$ cat src/pkg/isrs_pkg.sv
package isrs_pkg;
  // ********************************************************************
  // Register numbers and reset values
  // ********************************************************************
  localparam logic [3:0]  ADDR_SEQ_CTRL   = 4'h0;
  localparam logic [3:0]  ADDR_PIX_COUNT  = 4'h1;
  localparam logic [3:0]  ADDR_LINE_COUNT = 4'h2;
  localparam logic [3:0]  ADDR_INT_COUNT  = 4'h3;
  localparam logic [11:0] RST_SEQ_CTRL    = 12'h100;
  localparam logic [10:0] RST_PIX_COUNT   = 11'h200;
  localparam logic [11:0] RST_LINE_COUNT  = 12'hBC6;
  localparam logic [11:0] RST_INT_COUNT   = 12'h001;

  // ********************************************************************
  // Field positions of the sequencer control register
  // ********************************************************************
  localparam int BIT_NDR_SELECT  = 0;
  localparam int BIT_SUBMODE_LO  = 1;
  localparam int BIT_SUBMODE_HI  = 2;
  localparam int BIT_RESET_BLACK = 3;
  localparam int BIT_FAST_RESET  = 4;
  localparam int BIT_FRAME_CAL   = 5;
  localparam int BIT_LINE_CAL    = 6;
  localparam int BIT_CONTINUOUS_COLUMN_CHARGING = 7;
  localparam int BIT_GRAN_LO     = 8;
  localparam int BIT_GRAN_HI     = 9;
  localparam int BIT_BLACK       = 10;
  localparam int BIT_RESET_ALL   = 11;

  // ********************************************************************
  // Nondestructive submode codes and timing
  // ********************************************************************
  localparam logic [1:0] SUB_M1_RESET = 2'h0;
  localparam logic [1:0] SUB_M2_RESET = 2'h2;
  localparam logic [1:0] GRAN_2       = 2'h0;
  localparam logic [1:0] GRAN_4       = 2'h1;
  localparam logic [1:0] GRAN_8       = 2'h2;
  localparam logic [10:0] BLANK_G2    = 11'h08E;  // 142 clocks
  localparam logic [10:0] BLANK_G4    = 11'h11A;  // 282 clocks
  localparam logic [10:0] BLANK_G8    = 11'h232;  // 562 clocks
  localparam logic [10:0] BLANK_G16   = 11'h462;  // 1122 clocks
  localparam logic [4:0]  DIV_G2      = 5'h02;
  localparam logic [4:0]  DIV_G4      = 5'h04;
  localparam logic [4:0]  DIV_G8      = 5'h08;
  localparam logic [4:0]  DIV_G16     = 5'h10;
  localparam int          PIX_W       = 11;
  localparam int          LINE_W      = 12;
  localparam int          ROW_W       = 12;
  localparam int          START_W     = 8;

  typedef enum logic [1:0] {ST_IDLE, ST_HOLD, ST_BLANK, ST_PIXELS} isrs_state_t;
endpackage

$ cat src/core/isrs_buf.sv
`timescale 1ns/10ps
`default_nettype none
module isrs_buf #(
  parameter int W = 11
) (
  // Clock and reset
  input  wire logic         i_clk,
  input  wire logic         i_reset_n,
  input  wire logic         i_clk_en,
  // Fill side
  input  wire logic         i_in_valid,
  output logic              o_in_ready,
  input  wire logic [W-1:0] i_in_data,
  // Drain side
  output logic              o_out_valid,
  input  wire logic         i_out_ready,
  output logic [W-1:0]      o_out_data
);
  logic [1:0]   count_ff;
  logic [W-1:0] skid_ff;
  logic         push;
  logic         pop;

  // Handshakes on both sides
  assign o_in_ready = (count_ff != 2'h2);
  assign push       = i_in_valid & o_in_ready;
  assign pop        = o_out_valid & i_out_ready;

  // Head register feeds the port, skid holds the second word
  always_ff @(posedge i_clk or negedge i_reset_n) begin
    if (!i_reset_n) begin
      count_ff    <= 2'h0;
      o_out_valid <= 1'b0;
      o_out_data  <= '0;
      skid_ff     <= '0;
    end else if (i_clk_en) begin
      if (push && (count_ff == 2'h0 || (count_ff == 2'h1 && pop))) begin
        o_out_data <= i_in_data;
      end else if (pop && count_ff == 2'h2) begin
        o_out_data <= skid_ff;
      end
      if (push && count_ff == 2'h1 && !pop) begin
        skid_ff <= i_in_data;
      end
      if (push && !pop) begin
        count_ff    <= count_ff + 2'h1;
        o_out_valid <= 1'b1;
      end else if (pop && !push) begin
        count_ff    <= count_ff - 2'h1;
        o_out_valid <= (count_ff == 2'h2);
      end
    end
  end
endmodule
`default_nettype wire

$ cat src/core/isrs_sequencer.sv
// Notes on behaviour
// Readout bit low: sample, reset, sample again
// Submode bits act only in nondestructive readout
// Mode 1: left/right rows tied, no shutter
// Mode 2: rows alternate left and right pointer
// Mode 2 reset frame: reset left, not right
// Mode 2 read frame: reset neither row
// Nondestructive: reset buses driven to dark level
// Reset-before-read resets each row, except mode-2 right
// Fast reset drives both shift registers identically
// Calibrate each blanking; frame bit chooses mode on first mode-2 line, line bit otherwise
// Continuous-charge bit selects continuous column charging
// Column clock runs at half system rate
// Granularity sets blanking 142/282/562/1122 clocks
// Black bit holds black signal high
// Reset-all bit holds all pixels in reset
// Pixel-valid until count reached, then end-of-line
// Line counter ends frame; mode 2 every second
// Integration counter reaching setting loads right pointer
// Integration is lines minus integration plus one
// Controller holds line clock one, frame start three
// Inputs change only on rising clock, glitch-free
// Counters cleared at their sync before counting
`timescale 1ns/10ps
`default_nettype none
module isrs_sequencer (
  // Clock, reset, enable
  input  wire logic        i_clk,
  input  wire logic        i_reset_n,
  input  wire logic        i_clk_en,
  // Register write and read port
  input  wire logic        i_reg_wr,
  input  wire logic [3:0]  i_reg_addr,
  input  wire logic [11:0] i_reg_wdata,
  output logic [11:0]      o_reg_rdata,
  // Controller pulses and window start row
  input  wire logic        i_line_clk,
  input  wire logic        i_frame_start,
  input  wire logic [7:0]  i_row_start,
  // Pixel stream
  output logic             o_pix_valid,
  input  wire logic        i_pix_ready,
  output logic [10:0]      o_pix_col,
  output logic             o_end_of_line_pulse,
  output logic             o_end_of_frame,
  // Row addressing
  output logic             o_left_pointer_sync,
  output logic             o_right_pointer_sync,
  output logic [11:0]      o_left_row,
  output logic [11:0]      o_right_row,
  output logic             o_read_right,
  output logic             o_row_reset,
  output logic             o_rows_tied,
  // Analog control levels
  output logic             o_double_sample,
  output logic             o_reset_bus_dark,
  output logic             o_black,
  output logic             o_reset_all,
  output logic             o_continuous_column_charging,
  output logic             o_cal_active,
  output logic             o_cal_slow,
  output logic             o_xseq_clk,
  output logic             o_col_clk
);
  // ********************************************************************
  // Registers
  // ********************************************************************
  logic [11:0] seq_ctrl_ff;
  logic [10:0] pix_count_ff;
  logic [11:0] line_count_ff;
  logic [11:0] int_count_ff;

  always_ff @(posedge i_clk or negedge i_reset_n) begin
    if (!i_reset_n) begin
      seq_ctrl_ff   <= isrs_pkg::RST_SEQ_CTRL;
      pix_count_ff  <= isrs_pkg::RST_PIX_COUNT;
      line_count_ff <= isrs_pkg::RST_LINE_COUNT;
      int_count_ff  <= isrs_pkg::RST_INT_COUNT;
    end else if (i_clk_en && i_reg_wr) begin
      if (i_reg_addr == isrs_pkg::ADDR_SEQ_CTRL) begin
        seq_ctrl_ff <= i_reg_wdata;
      end else if (i_reg_addr == isrs_pkg::ADDR_PIX_COUNT) begin
        pix_count_ff <= i_reg_wdata[10:0];
      end else if (i_reg_addr == isrs_pkg::ADDR_LINE_COUNT) begin
        line_count_ff <= i_reg_wdata;
      end else if (i_reg_addr == isrs_pkg::ADDR_INT_COUNT) begin
        int_count_ff <= i_reg_wdata;
      end
    end
  end

  // Decoded mode fields
  logic       nondestructive_readout_select;
  logic [1:0] submode;
  logic       mode1;
  logic       mode2;
  logic [1:0] gran;
  assign nondestructive_readout_select     = seq_ctrl_ff[isrs_pkg::BIT_NDR_SELECT];
  assign submode = {seq_ctrl_ff[isrs_pkg::BIT_SUBMODE_HI], seq_ctrl_ff[isrs_pkg::BIT_SUBMODE_LO]};
  assign mode1   = nondestructive_readout_select & ~submode[1];
  assign mode2   = nondestructive_readout_select & submode[1];
  assign gran    = {seq_ctrl_ff[isrs_pkg::BIT_GRAN_HI], seq_ctrl_ff[isrs_pkg::BIT_GRAN_LO]};

  // Blanking length for a granularity code
  function automatic logic [10:0] blank_len(input logic [1:0] g);
    if (g == isrs_pkg::GRAN_2)      blank_len = isrs_pkg::BLANK_G2;
    else if (g == isrs_pkg::GRAN_4) blank_len = isrs_pkg::BLANK_G4;
    else if (g == isrs_pkg::GRAN_8) blank_len = isrs_pkg::BLANK_G8;
    else                            blank_len = isrs_pkg::BLANK_G16;
  endfunction

  // X-sequencer clock divisor for a granularity code
  function automatic logic [4:0] xseq_div(input logic [1:0] g);
    if (g == isrs_pkg::GRAN_2)      xseq_div = isrs_pkg::DIV_G2;
    else if (g == isrs_pkg::GRAN_4) xseq_div = isrs_pkg::DIV_G4;
    else if (g == isrs_pkg::GRAN_8) xseq_div = isrs_pkg::DIV_G8;
    else                            xseq_div = isrs_pkg::DIV_G16;
  endfunction

  // Register readback
  always_ff @(posedge i_clk or negedge i_reset_n) begin
    if (!i_reset_n) begin
      o_reg_rdata <= 12'h000;
    end else if (i_clk_en) begin
      if (i_reg_addr == isrs_pkg::ADDR_SEQ_CTRL) begin
        o_reg_rdata <= seq_ctrl_ff;
      end else if (i_reg_addr == isrs_pkg::ADDR_PIX_COUNT) begin
        o_reg_rdata <= {1'b0, pix_count_ff};
      end else if (i_reg_addr == isrs_pkg::ADDR_LINE_COUNT) begin
        o_reg_rdata <= line_count_ff;
      end else if (i_reg_addr == isrs_pkg::ADDR_INT_COUNT) begin
        o_reg_rdata <= int_count_ff;
      end else begin
        o_reg_rdata <= 12'h000;
      end
    end
  end

  // ********************************************************************
  // Edge detection of controller pulses
  // ********************************************************************
  logic line_clk_d_ff;
  logic frame_start_d_ff;
  logic line_rise;
  logic frame_rise;

  // Inputs are sampled on the rising clock edge only
  always_ff @(posedge i_clk or negedge i_reset_n) begin
    if (!i_reset_n) begin
      line_clk_d_ff    <= 1'b0;
      frame_start_d_ff <= 1'b0;
    end else if (i_clk_en) begin
      line_clk_d_ff    <= i_line_clk;
      frame_start_d_ff <= i_frame_start;
    end
  end
  assign line_rise  = i_line_clk & ~line_clk_d_ff;
  assign frame_rise = i_frame_start & ~frame_start_d_ff;

  // ********************************************************************
  // Frame, line and integration counting
  // ********************************************************************
  logic [11:0] line_cnt_ff;
  logic [11:0] int_cnt_ff;
  logic        phase_ff;
  logic        right_live_ff;
  logic        first_row_ff;
  logic        step;
  assign step = line_rise & (~mode2 | phase_ff);

  // Counters and pointers; lines - int + 1 set the integration
  always_ff @(posedge i_clk or negedge i_reset_n) begin
    if (!i_reset_n) begin
      line_cnt_ff          <= 12'h000;
      int_cnt_ff           <= 12'h000;
      phase_ff             <= 1'b0;
      right_live_ff        <= 1'b0;
      first_row_ff         <= 1'b0;
      o_left_row           <= 12'h000;
      o_right_row          <= 12'h000;
      o_left_pointer_sync  <= 1'b0;
      o_right_pointer_sync <= 1'b0;
      o_end_of_frame       <= 1'b0;
      o_read_right         <= 1'b0;
    end else if (i_clk_en) begin
      o_left_pointer_sync  <= 1'b0;
      o_right_pointer_sync <= 1'b0;
      o_end_of_frame       <= 1'b0;
      if (frame_rise) begin
        line_cnt_ff         <= 12'h000;
        int_cnt_ff          <= 12'h000;
        phase_ff            <= 1'b0;
        right_live_ff       <= 1'b0;
        first_row_ff        <= 1'b1;
        o_left_row          <= {4'h0, i_row_start};
        o_left_pointer_sync <= 1'b1;
      end else if (line_rise) begin
        if (mode2) begin
          phase_ff <= ~phase_ff;
        end
        o_read_right <= mode2 & phase_ff;
        if (step) begin
          first_row_ff <= 1'b0;
          line_cnt_ff  <= line_cnt_ff + 12'h001;
          if (line_cnt_ff == line_count_ff) begin
            o_end_of_frame <= 1'b1;
          end
          o_left_row <= o_left_row + 12'h001;
          if (int_cnt_ff == int_count_ff && !right_live_ff) begin
            right_live_ff        <= 1'b1;
            o_right_row          <= {4'h0, i_row_start};
            o_right_pointer_sync <= 1'b1;
          end else begin
            int_cnt_ff <= int_cnt_ff + 12'h001;
            if (right_live_ff) begin
              o_right_row <= o_right_row + 12'h001;
            end
          end
        end
      end
    end
  end

  // ********************************************************************
  // Row operation per line clock
  // ********************************************************************
  always_ff @(posedge i_clk or negedge i_reset_n) begin
    if (!i_reset_n) begin
      o_row_reset <= 1'b0;
    end else if (i_clk_en && line_rise) begin
      if (!nondestructive_readout_select) begin
        o_row_reset <= 1'b1;
      end else if (mode2 && phase_ff) begin
        o_row_reset <= 1'b0;
      end else if (seq_ctrl_ff[isrs_pkg::BIT_RESET_BLACK]) begin
        o_row_reset <= 1'b1;
      end else if (mode2) begin
        o_row_reset <= (submode == isrs_pkg::SUB_M2_RESET);
      end else begin
        o_row_reset <= (submode == isrs_pkg::SUB_M1_RESET);
      end
    end
  end

  // Static levels from mode bits
  always_ff @(posedge i_clk or negedge i_reset_n) begin
    if (!i_reset_n) begin
      o_rows_tied                  <= 1'b0;
      o_double_sample              <= 1'b0;
      o_reset_bus_dark             <= 1'b0;
      o_black                      <= 1'b0;
      o_reset_all                  <= 1'b0;
      o_continuous_column_charging <= 1'b0;
    end else if (i_clk_en) begin
      o_rows_tied      <= mode1 | seq_ctrl_ff[isrs_pkg::BIT_FAST_RESET];
      o_double_sample  <= 1'b1;
      o_reset_bus_dark <= nondestructive_readout_select | seq_ctrl_ff[isrs_pkg::BIT_BLACK];
      o_black          <= seq_ctrl_ff[isrs_pkg::BIT_BLACK];
      o_reset_all      <= seq_ctrl_ff[isrs_pkg::BIT_RESET_ALL];
      o_continuous_column_charging <= seq_ctrl_ff[isrs_pkg::BIT_CONTINUOUS_COLUMN_CHARGING];
    end
  end

  // ********************************************************************
  // Row sequencer: suspend, blanking, pixel readout
  // ********************************************************************
  isrs_pkg::isrs_state_t state_ff;
  logic [10:0] blank_cnt_ff;
  logic [10:0] pix_cnt_ff;
  logic        half_ff;
  logic        buf_ready;
  logic        buf_push;
  logic        last_pix;
  assign buf_push = (state_ff == isrs_pkg::ST_PIXELS) & half_ff & buf_ready;
  assign last_pix = (pix_cnt_ff == pix_count_ff);

  // Suspended while the line clock is high, then blank and read
  always_ff @(posedge i_clk or negedge i_reset_n) begin
    if (!i_reset_n) begin
      state_ff            <= isrs_pkg::ST_IDLE;
      blank_cnt_ff        <= 11'h000;
      pix_cnt_ff          <= 11'h000;
      half_ff             <= 1'b0;
      o_end_of_line_pulse <= 1'b0;
      o_cal_active        <= 1'b0;
      o_cal_slow          <= 1'b0;
    end else if (i_clk_en) begin
      o_end_of_line_pulse <= 1'b0;
      case (state_ff)
        isrs_pkg::ST_IDLE: begin
          if (i_line_clk) begin
            state_ff <= isrs_pkg::ST_HOLD;
          end
        end
        isrs_pkg::ST_HOLD: begin
          if (!i_line_clk) begin
            state_ff     <= isrs_pkg::ST_BLANK;
            blank_cnt_ff <= blank_len(gran) - 11'h001;
            o_cal_active <= 1'b1;
            o_cal_slow   <= first_row_ff ? seq_ctrl_ff[isrs_pkg::BIT_FRAME_CAL]
                                         : seq_ctrl_ff[isrs_pkg::BIT_LINE_CAL];
          end
        end
        isrs_pkg::ST_BLANK: begin
          if (i_line_clk) begin
            state_ff     <= isrs_pkg::ST_HOLD;
            o_cal_active <= 1'b0;
          end else if (blank_cnt_ff == 11'h000) begin
            state_ff     <= isrs_pkg::ST_PIXELS;
            pix_cnt_ff   <= 11'h000;
            half_ff      <= 1'b0;
            o_cal_active <= 1'b0;
          end else begin
            blank_cnt_ff <= blank_cnt_ff - 11'h001;
          end
        end
        isrs_pkg::ST_PIXELS: begin
          if (i_line_clk) begin
            state_ff <= isrs_pkg::ST_HOLD;
          end else begin
            if (!half_ff || buf_ready) begin
              half_ff <= ~half_ff;
            end
            if (buf_push) begin
              pix_cnt_ff <= pix_cnt_ff + 11'h001;
              if (last_pix) begin
                o_end_of_line_pulse <= 1'b1;
                state_ff            <= isrs_pkg::ST_IDLE;
              end
            end
          end
        end
        default: begin
          state_ff <= isrs_pkg::ST_IDLE;
        end
      endcase
    end
  end

  // ********************************************************************
  // Divided clocks
  // ********************************************************************
  logic [4:0] xdiv_ff;
  always_ff @(posedge i_clk or negedge i_reset_n) begin
    if (!i_reset_n) begin
      xdiv_ff    <= 5'h00;
      o_xseq_clk <= 1'b0;
      o_col_clk  <= 1'b0;
    end else if (i_clk_en) begin
      xdiv_ff    <= xdiv_ff + 5'h01;
      o_xseq_clk <= (xdiv_ff & ((xseq_div(gran) >> 1) - 5'h01)) == 5'h00 ? ~o_xseq_clk
                                                                        : o_xseq_clk;
      o_col_clk  <= (state_ff == isrs_pkg::ST_PIXELS) & ~half_ff;
    end
  end

  // ********************************************************************
  // Column-pair stream buffer
  // ********************************************************************
  isrs_buf #(
    .W (isrs_pkg::PIX_W)
  ) u_buf (
    .i_clk       (i_clk),
    .i_reset_n   (i_reset_n),
    .i_clk_en    (i_clk_en),
    .i_in_valid  ((state_ff == isrs_pkg::ST_PIXELS) & half_ff & ~i_line_clk),
    .o_in_ready  (buf_ready),
    .i_in_data   (pix_cnt_ff),
    .o_out_valid (o_pix_valid),
    .i_out_ready (i_pix_ready),
    .o_out_data  (o_pix_col)
  );
endmodule
`default_nettype wire

$ cat config.mk
export PLATFORM = sky130hd
export DESIGN_NAME = isrs_sequencer
export DESIGN_NICKNAME = d
export VERILOG_FILES = /design/src/pkg/isrs_pkg.sv /design/src/core/isrs_buf.sv /design/src/core/isrs_sequencer.sv
export SDC_FILE = /design/constraint.sdc
export NUM_CORES = 1
export LEC_CHECK = 0
export ABC_AREA = 0
export BUFFER_PORTS_ARGS = -buffer_cell sky130_fd_sc_hd__buf_2
export CORE_MARGIN = 2
export CORE_UTILIZATION = 46
export DETAILED_ROUTE_END_ITERATION = 16
export GPL_TIMING_DRIVEN = 0
export HOLD_SLACK_MARGIN = 0.1
export PLACE_DENSITY_LB_ADDON = 0.2
export SLEW_MARGIN = 25
export SYNTH_ARGS = -nofsm -noshare
export SYNTH_HDL_FRONTEND = slang
export SYNTH_SLANG_ARGS = --single-unit
export TNS_END_PERCENT = 5
$ cat constraint.sdc
create_clock -name i_clk -period 4.9 [get_ports i_clk]
set_input_delay 1.47 -clock i_clk [delete_from_list [all_inputs] [get_ports i_clk]]
set_output_delay 1.47 -clock i_clk [all_outputs]
set_load 0.05 [all_outputs]
* Yosys cells after proc, flatten, opt, wreduce, memory -nomap -nowiden *
Cells that the tools add are included.

operators by class
  add/subtract/negate cells = 11
  multiply operators = 0
  div/mod/pow operators = 0
  $lt $le $gt $ge = 0
  eq/ne operators = 27
  shift-type cells = 0
  multiplexer cells = 85
  bitwise logic cells = 28
  reduce and logical (&&, ||, !) cells = 53

operators with widths
  cell                                                                  number
  12-bit two-way mux                                                    16
  11-bit two-way mux                                                    15
  12-bit by 1-bit adder with 12-bit output, second input constant       4
  11-bit one-hot mux with 2 select lines                                2
  1-bit two-way mux                                                     36
  12-bit equality test                                                  2
  11-bit by 1-bit subtractor with 11-bit output, second input constant  2
  5-bit two-way mux                                                     4
  2-bit two-way mux                                                     9
  2-bit != test, second input constant                                  9
  6-bit AND reduction                                                   3
  2-bit nonzero test                                                    9
  4-bit AND reduction                                                   4
  3-bit AND reduction                                                   5
  5-bit AND reduction                                                   3
  1-bit AND                                                             12
  1-bit NOT                                                             12
  11-bit by 1-bit adder with 11-bit output, second input constant       1
  11-bit equality test                                                  1
  1-bit logical AND                                                     11
  11-bit zero test                                                      1
  2-bit equality test, second input constant                            5
  2-bit AND reduction                                                   5
  3-bit != test, second input constant                                  3
  other kinds (17)                                                      30

word-level totals
  bits in registers = 183
  bits in latches = 0
  memory bits (writable) = 0
  bits in read-only memories = 0
  input port bits = 31
  output and inout bits = 64
  word-level logic and storage cells = 243
  memories = 0

* Longest topological paths before layout *
  depth in word-level cells = 10
  depth in mapped cells = 10
  gate-level depth less buffers = 8

* Cells and area by module *
From an unflattened synthesis, not the netlist that was laid out.

unflattened totals
  cell total of the unflattened synthesis = 926
  area total of the unflattened synthesis = 9739.3 um^2

by module, submodules not included
  module          times used  cells each  area an instance (um^2)  sequential area each (um^2)
  isrs_sequencer  1           836         8493.1                   3966.3
  isrs_buf        1           90          1246.2                   625.6

* Least setup slack after synthesis *
Ideal clock, no wire load.

  path type = input to register
  start = in i_reg_addr[3]
  end = reg seq_ctrl_ff[6]
  library setup time = 0.125 ns
  data arrival time = 2.914 ns
  data required time = 4.775 ns
  setup slack = 1.861 ns
  cell stages on the path = 5
  buffers on the path = 1
  path through = nor3_1 nand2_1 nor3_2 buf_2 mux2_2

between the ends
  longest elaborated chain between the ends = 2

RTL lines
  element                               line                  RTL
  start, declared                       isrs_sequencer.sv:33  input wire logic [3:0] i_reg_addr,
  4-bit zero test                       isrs_sequencer.sv:80  if (i_reg_addr == isrs_pkg::ADDR_SEQ_CTRL) begin
  2-bit AND reduction (no source line)  n/a
  end signal, assigned                  isrs_sequencer.sv:75  seq_ctrl_ff <= isrs_pkg::RST_SEQ_CTRL;
  end signal, assigned                  isrs_sequencer.sv:81  seq_ctrl_ff <= i_reg_wdata;
  end, declared                         isrs_sequencer.sv:68  logic [11:0] seq_ctrl_ff;

No other way between the ends.
A chain may end at the register's enable or synchronous reset.

* Worst setup path after layout *
  start = in i_clk_en
  end = reg int_cnt_ff[9]

between the ends
  longest elaborated chain between the ends = 1

RTL lines
  element                               line                   RTL
  start, declared                       isrs_sequencer.sv:30   input wire logic i_clk_en,
  4-bit AND reduction (no source line)  n/a
  end signal, assigned                  isrs_sequencer.sv:214  int_cnt_ff <= int_cnt_ff + 12'h001;
  end, declared                         isrs_sequencer.sv:164  logic [11:0] int_cnt_ff;

No other way between the ends.

==> metrics.txt <==
Design Power=0.00491 W; post-synth net total=946; Synth top area share=46.9%; Max Fclk=302 MHz; CP Max Fanout=10; worst hold stages=1; count leader, synth=dfrtp_1; first drt pass iteration count=5; sequential power share=44.0%; Worst setup EP type=flop; Hold WS=0.457 ns; Max stage delay on crit path=0.45 ns; ANT nets after route=0; Skew-Pair Late Insertion Delay=0.44 ns; global-route wire length before repair=37.1 mm; Boundary Pins=95; DIE AREA=0.0212 mm²; layout cells sized above 1=22.4%; average wire per standard cell=17.6 µm; P&R area growth vs syn=15.4%; RePlAce Congestion=0.833; Pins Over Slew Limit=0; net switching fraction of the power=37.7%; Max stage delay cell, worst path=o21ai_1; H-Tree Level Count=4; Iter 0 DRT Violations=439; CP Launch Type=input port; die width=146 µm; Synth Area in XOR/XNOR=5.03%; Mapped Cells=898; Adder-Cell Fraction of Synth Area=2.30%; Synth area leaders=dfrtp_1, mux2_2, o21ai_0; final worst-path cycle share=67.6%; Post-layout nets=1058; remaining routing DRC violations=0; Mean Syn Cell Area=10.3 µm²; Vias=7167; Pleak=4.80 nW; Req. time, crit path=5.21 ns; initial core utilization=47.1%; Seq/Total Area, Yosys=49.7%; worst path arrival time=3.62 ns; Compound-Gate Fraction of Synth Area=13.0%; Sink Count=183; port buffer count=91; Comb power frac=28.8%; detailed-route wire length=22.6 mm; sw power=0.00185 W; hold_buf cts=0; All-Layer GR Usage=21.9%; Final Hold Viols=0; Synth Register Bits=183; Clock Skew=0.0115 ns; initial antenna violation count=0; CP cell instances=buf_2 -> buf_2 -> nand3b_1 -> o21ai_1 -> buf_2 -> o21ai_0 -> o21ai_0 -> o21ai_0; status=finished, final reports clean; vias in the first global route=6995; Final min period=3.31 ns; clock buffer depth=2; P per Cell Area=461 mW/mm²; crit path kind=in -> reg; clock network fraction of design power=27.2%; most common library cells after synthesis=dfrtp_1, o21ai_0, nand2_1; Worst Max-Slew Pin Slew=0.873 ns; EDFF count, synth=0; multiplexer area fraction after synthesis=12.0%; clock buffer count from CTS=17; Main synth FF type=dfrtp_1; Synth cell types=56; RSZ-0062 raised after global routing=false; cell area after layout=0.0107 mm²; mapped cell area=0.00923 mm²; CTS tree=yes; Max-slew headroom=41.2%; largest family of logic cells by synthesized area=simple AND/OR/NAND/NOR gates; VDD IR max=311 µV; Placed Area=0.0101 mm²; clock slew at reported path FFs=0.07 ns; area of the core=0.0196 mm²; ys async rst share=100%; Post-CTS Setup Inserts=0; post-synthesis simple-gate area fraction=14.5%; clock root buffer=clkbuf_16; Site Rows=51; Resized Gates After CTS=0; global route overflow=0; max_cap viols=0; largest net degree at the start of global routing=69; Final setup viols=0; R2R cell count=10; cell taking the most area after synthesis=dfrtp_1; detailed-route vias per instance=5.56; Yosys warnings=0; Cell Int Power=0.00306 W; min-delay worst type=reg -> reg; die height=146 µm; DP HPWL=16.5 mm
==> per-stage QoR <==
step	util (%)	worst slack, ns	std cells	TNS [ns]
after floorplan	-	1.86	898	0
after CTS	54.4	1.56	1288	0
after global placement	51.1	-0.771	1254	-130.74
after detailed placement	51.5	1.12	1256	0
after global routing	54.4	1.35	1288	0
final	54.4	1.59	1289	0
==> kinds of logic (layout without fill, tap and decap cells) <==
group                      Yosys count  count (layout)
and+or+nand+nor                    276             276
AOI/OAI and AO/OA                  200             200
DFF                                183             183
muxes                               89              89
buffers and inverters               80             205
xor gates and xnor gates            53              53
adders and majority gates           17              17
other                                0               1
==> layer usage <==
| layer | routed length [µm] | vias to the layer above | part of all wire (%) | GRT usage (%) |
|---|---|---|---|---|
| met1 | 10400 | 3567 | 46 | 30.2 |
| met2 | 11100 | 141 | 49 | 36.2 |
| met5 | 0 | - | 0 | 0 |
| li1 | - | 3444 | - | - |
| met4 | 237 | 0 | 1.0 | 5.34 |
| met3 | 948 | 15 | 4.2 | 4.08 |
==> power groups by stage <==
| stage | Clock, W | Combinational [W] | Sequential [W] |
|---|---|---|---|
| floorplan | 0 | 0.000741 | 0.00243 |
| global placement | 0 | 0.00138 | 0.00218 |
| detailed placement | 0 | 0.00142 | 0.00218 |
| CTS | 0.00135 | 0.00142 | 0.00216 |
| global route | 0.00142 | 0.00154 | 0.00221 |
| finish | 0.00134 | 0.00141 | 0.00216 |
==> state kept, by name, indices dropped and copies added, names as in the netlist, 2 cells and up <==
| name | cells |
|---|---|
| int_cnt_ff | 12 |
| int_count_ff | 12 |
| line_cnt_ff | 12 |
| line_count_ff | 12 |
| o_left_row | 12 |
| o_reg_rdata | 12 |
| o_right_row | 12 |
| seq_ctrl_ff | 12 |
| blank_cnt_ff | 11 |
| pix_cnt_ff | 11 |
| pix_count_ff | 11 |
| u_buf.o_out_data | 11 |
| u_buf.skid_ff | 11 |
| xdiv_ff | 5 |
| state_ff | 2 |
| u_buf.count_ff | 2 |
==> placed cells by master (no fill, tap or decap), drive strengths merged, types with 35 or more instances in the layout <==
| cell | count |
|---|---|
| o21ai | 97 |
| a21oi | 43 |
| buf | 109 |
| clkbuf | 51 |
| nand2 | 92 |
| mux2 | 60 |
| nor2 | 51 |
| dfrtp | 173 |
| xor2 | 35 |
| inv | 38 |
==> critical path: cells and delay by family <==
family,cells,cell delay [ns]
AO/OA/AOI/OAI,4,1.08
AND/OR/NAND/NOR,1,0.36
buffers and inverters,3,0.71
==> cell type report <==
| type | count | area (µm²) |
|---|---|---|
| Clock buffer | 21 | 480 |
| Fill cell | 1767 | 8930 |
| Timing Repair Buffer | 93 | 520 |
| Clock inverter | 11 | 87.6 |
| Tap cell | 265 | 332 |
| Inverter | 34 | 128 |
| Antenna cell | 1 | 2.50 |
| Multi-Input combinational cell | 635 | 4330 |
| Buffer | 46 | 188 |
| Sequential cell | 183 | 4590 |
==> final timing paths <==
| path | start | end | slack (ns) |
|---|---|---|---|
| min reg2reg | o_double_sample | o_double_sample | 0.46 |
| min in group asynchronous | i_reset_n | u_buf.o_out_data[5] | 0.96 |
| max | i_clk_en | int_cnt_ff[9] | 1.59 |
| max in group asynchronous | i_reset_n | line_count_ff[6] | 2.87 |
| min | o_double_sample | o_double_sample | 0.46 |
| max reg2reg | state_ff[0] | blank_cnt_ff[8] | 2.20 |
Note: power is estimated with default switching activity, not from simulation.
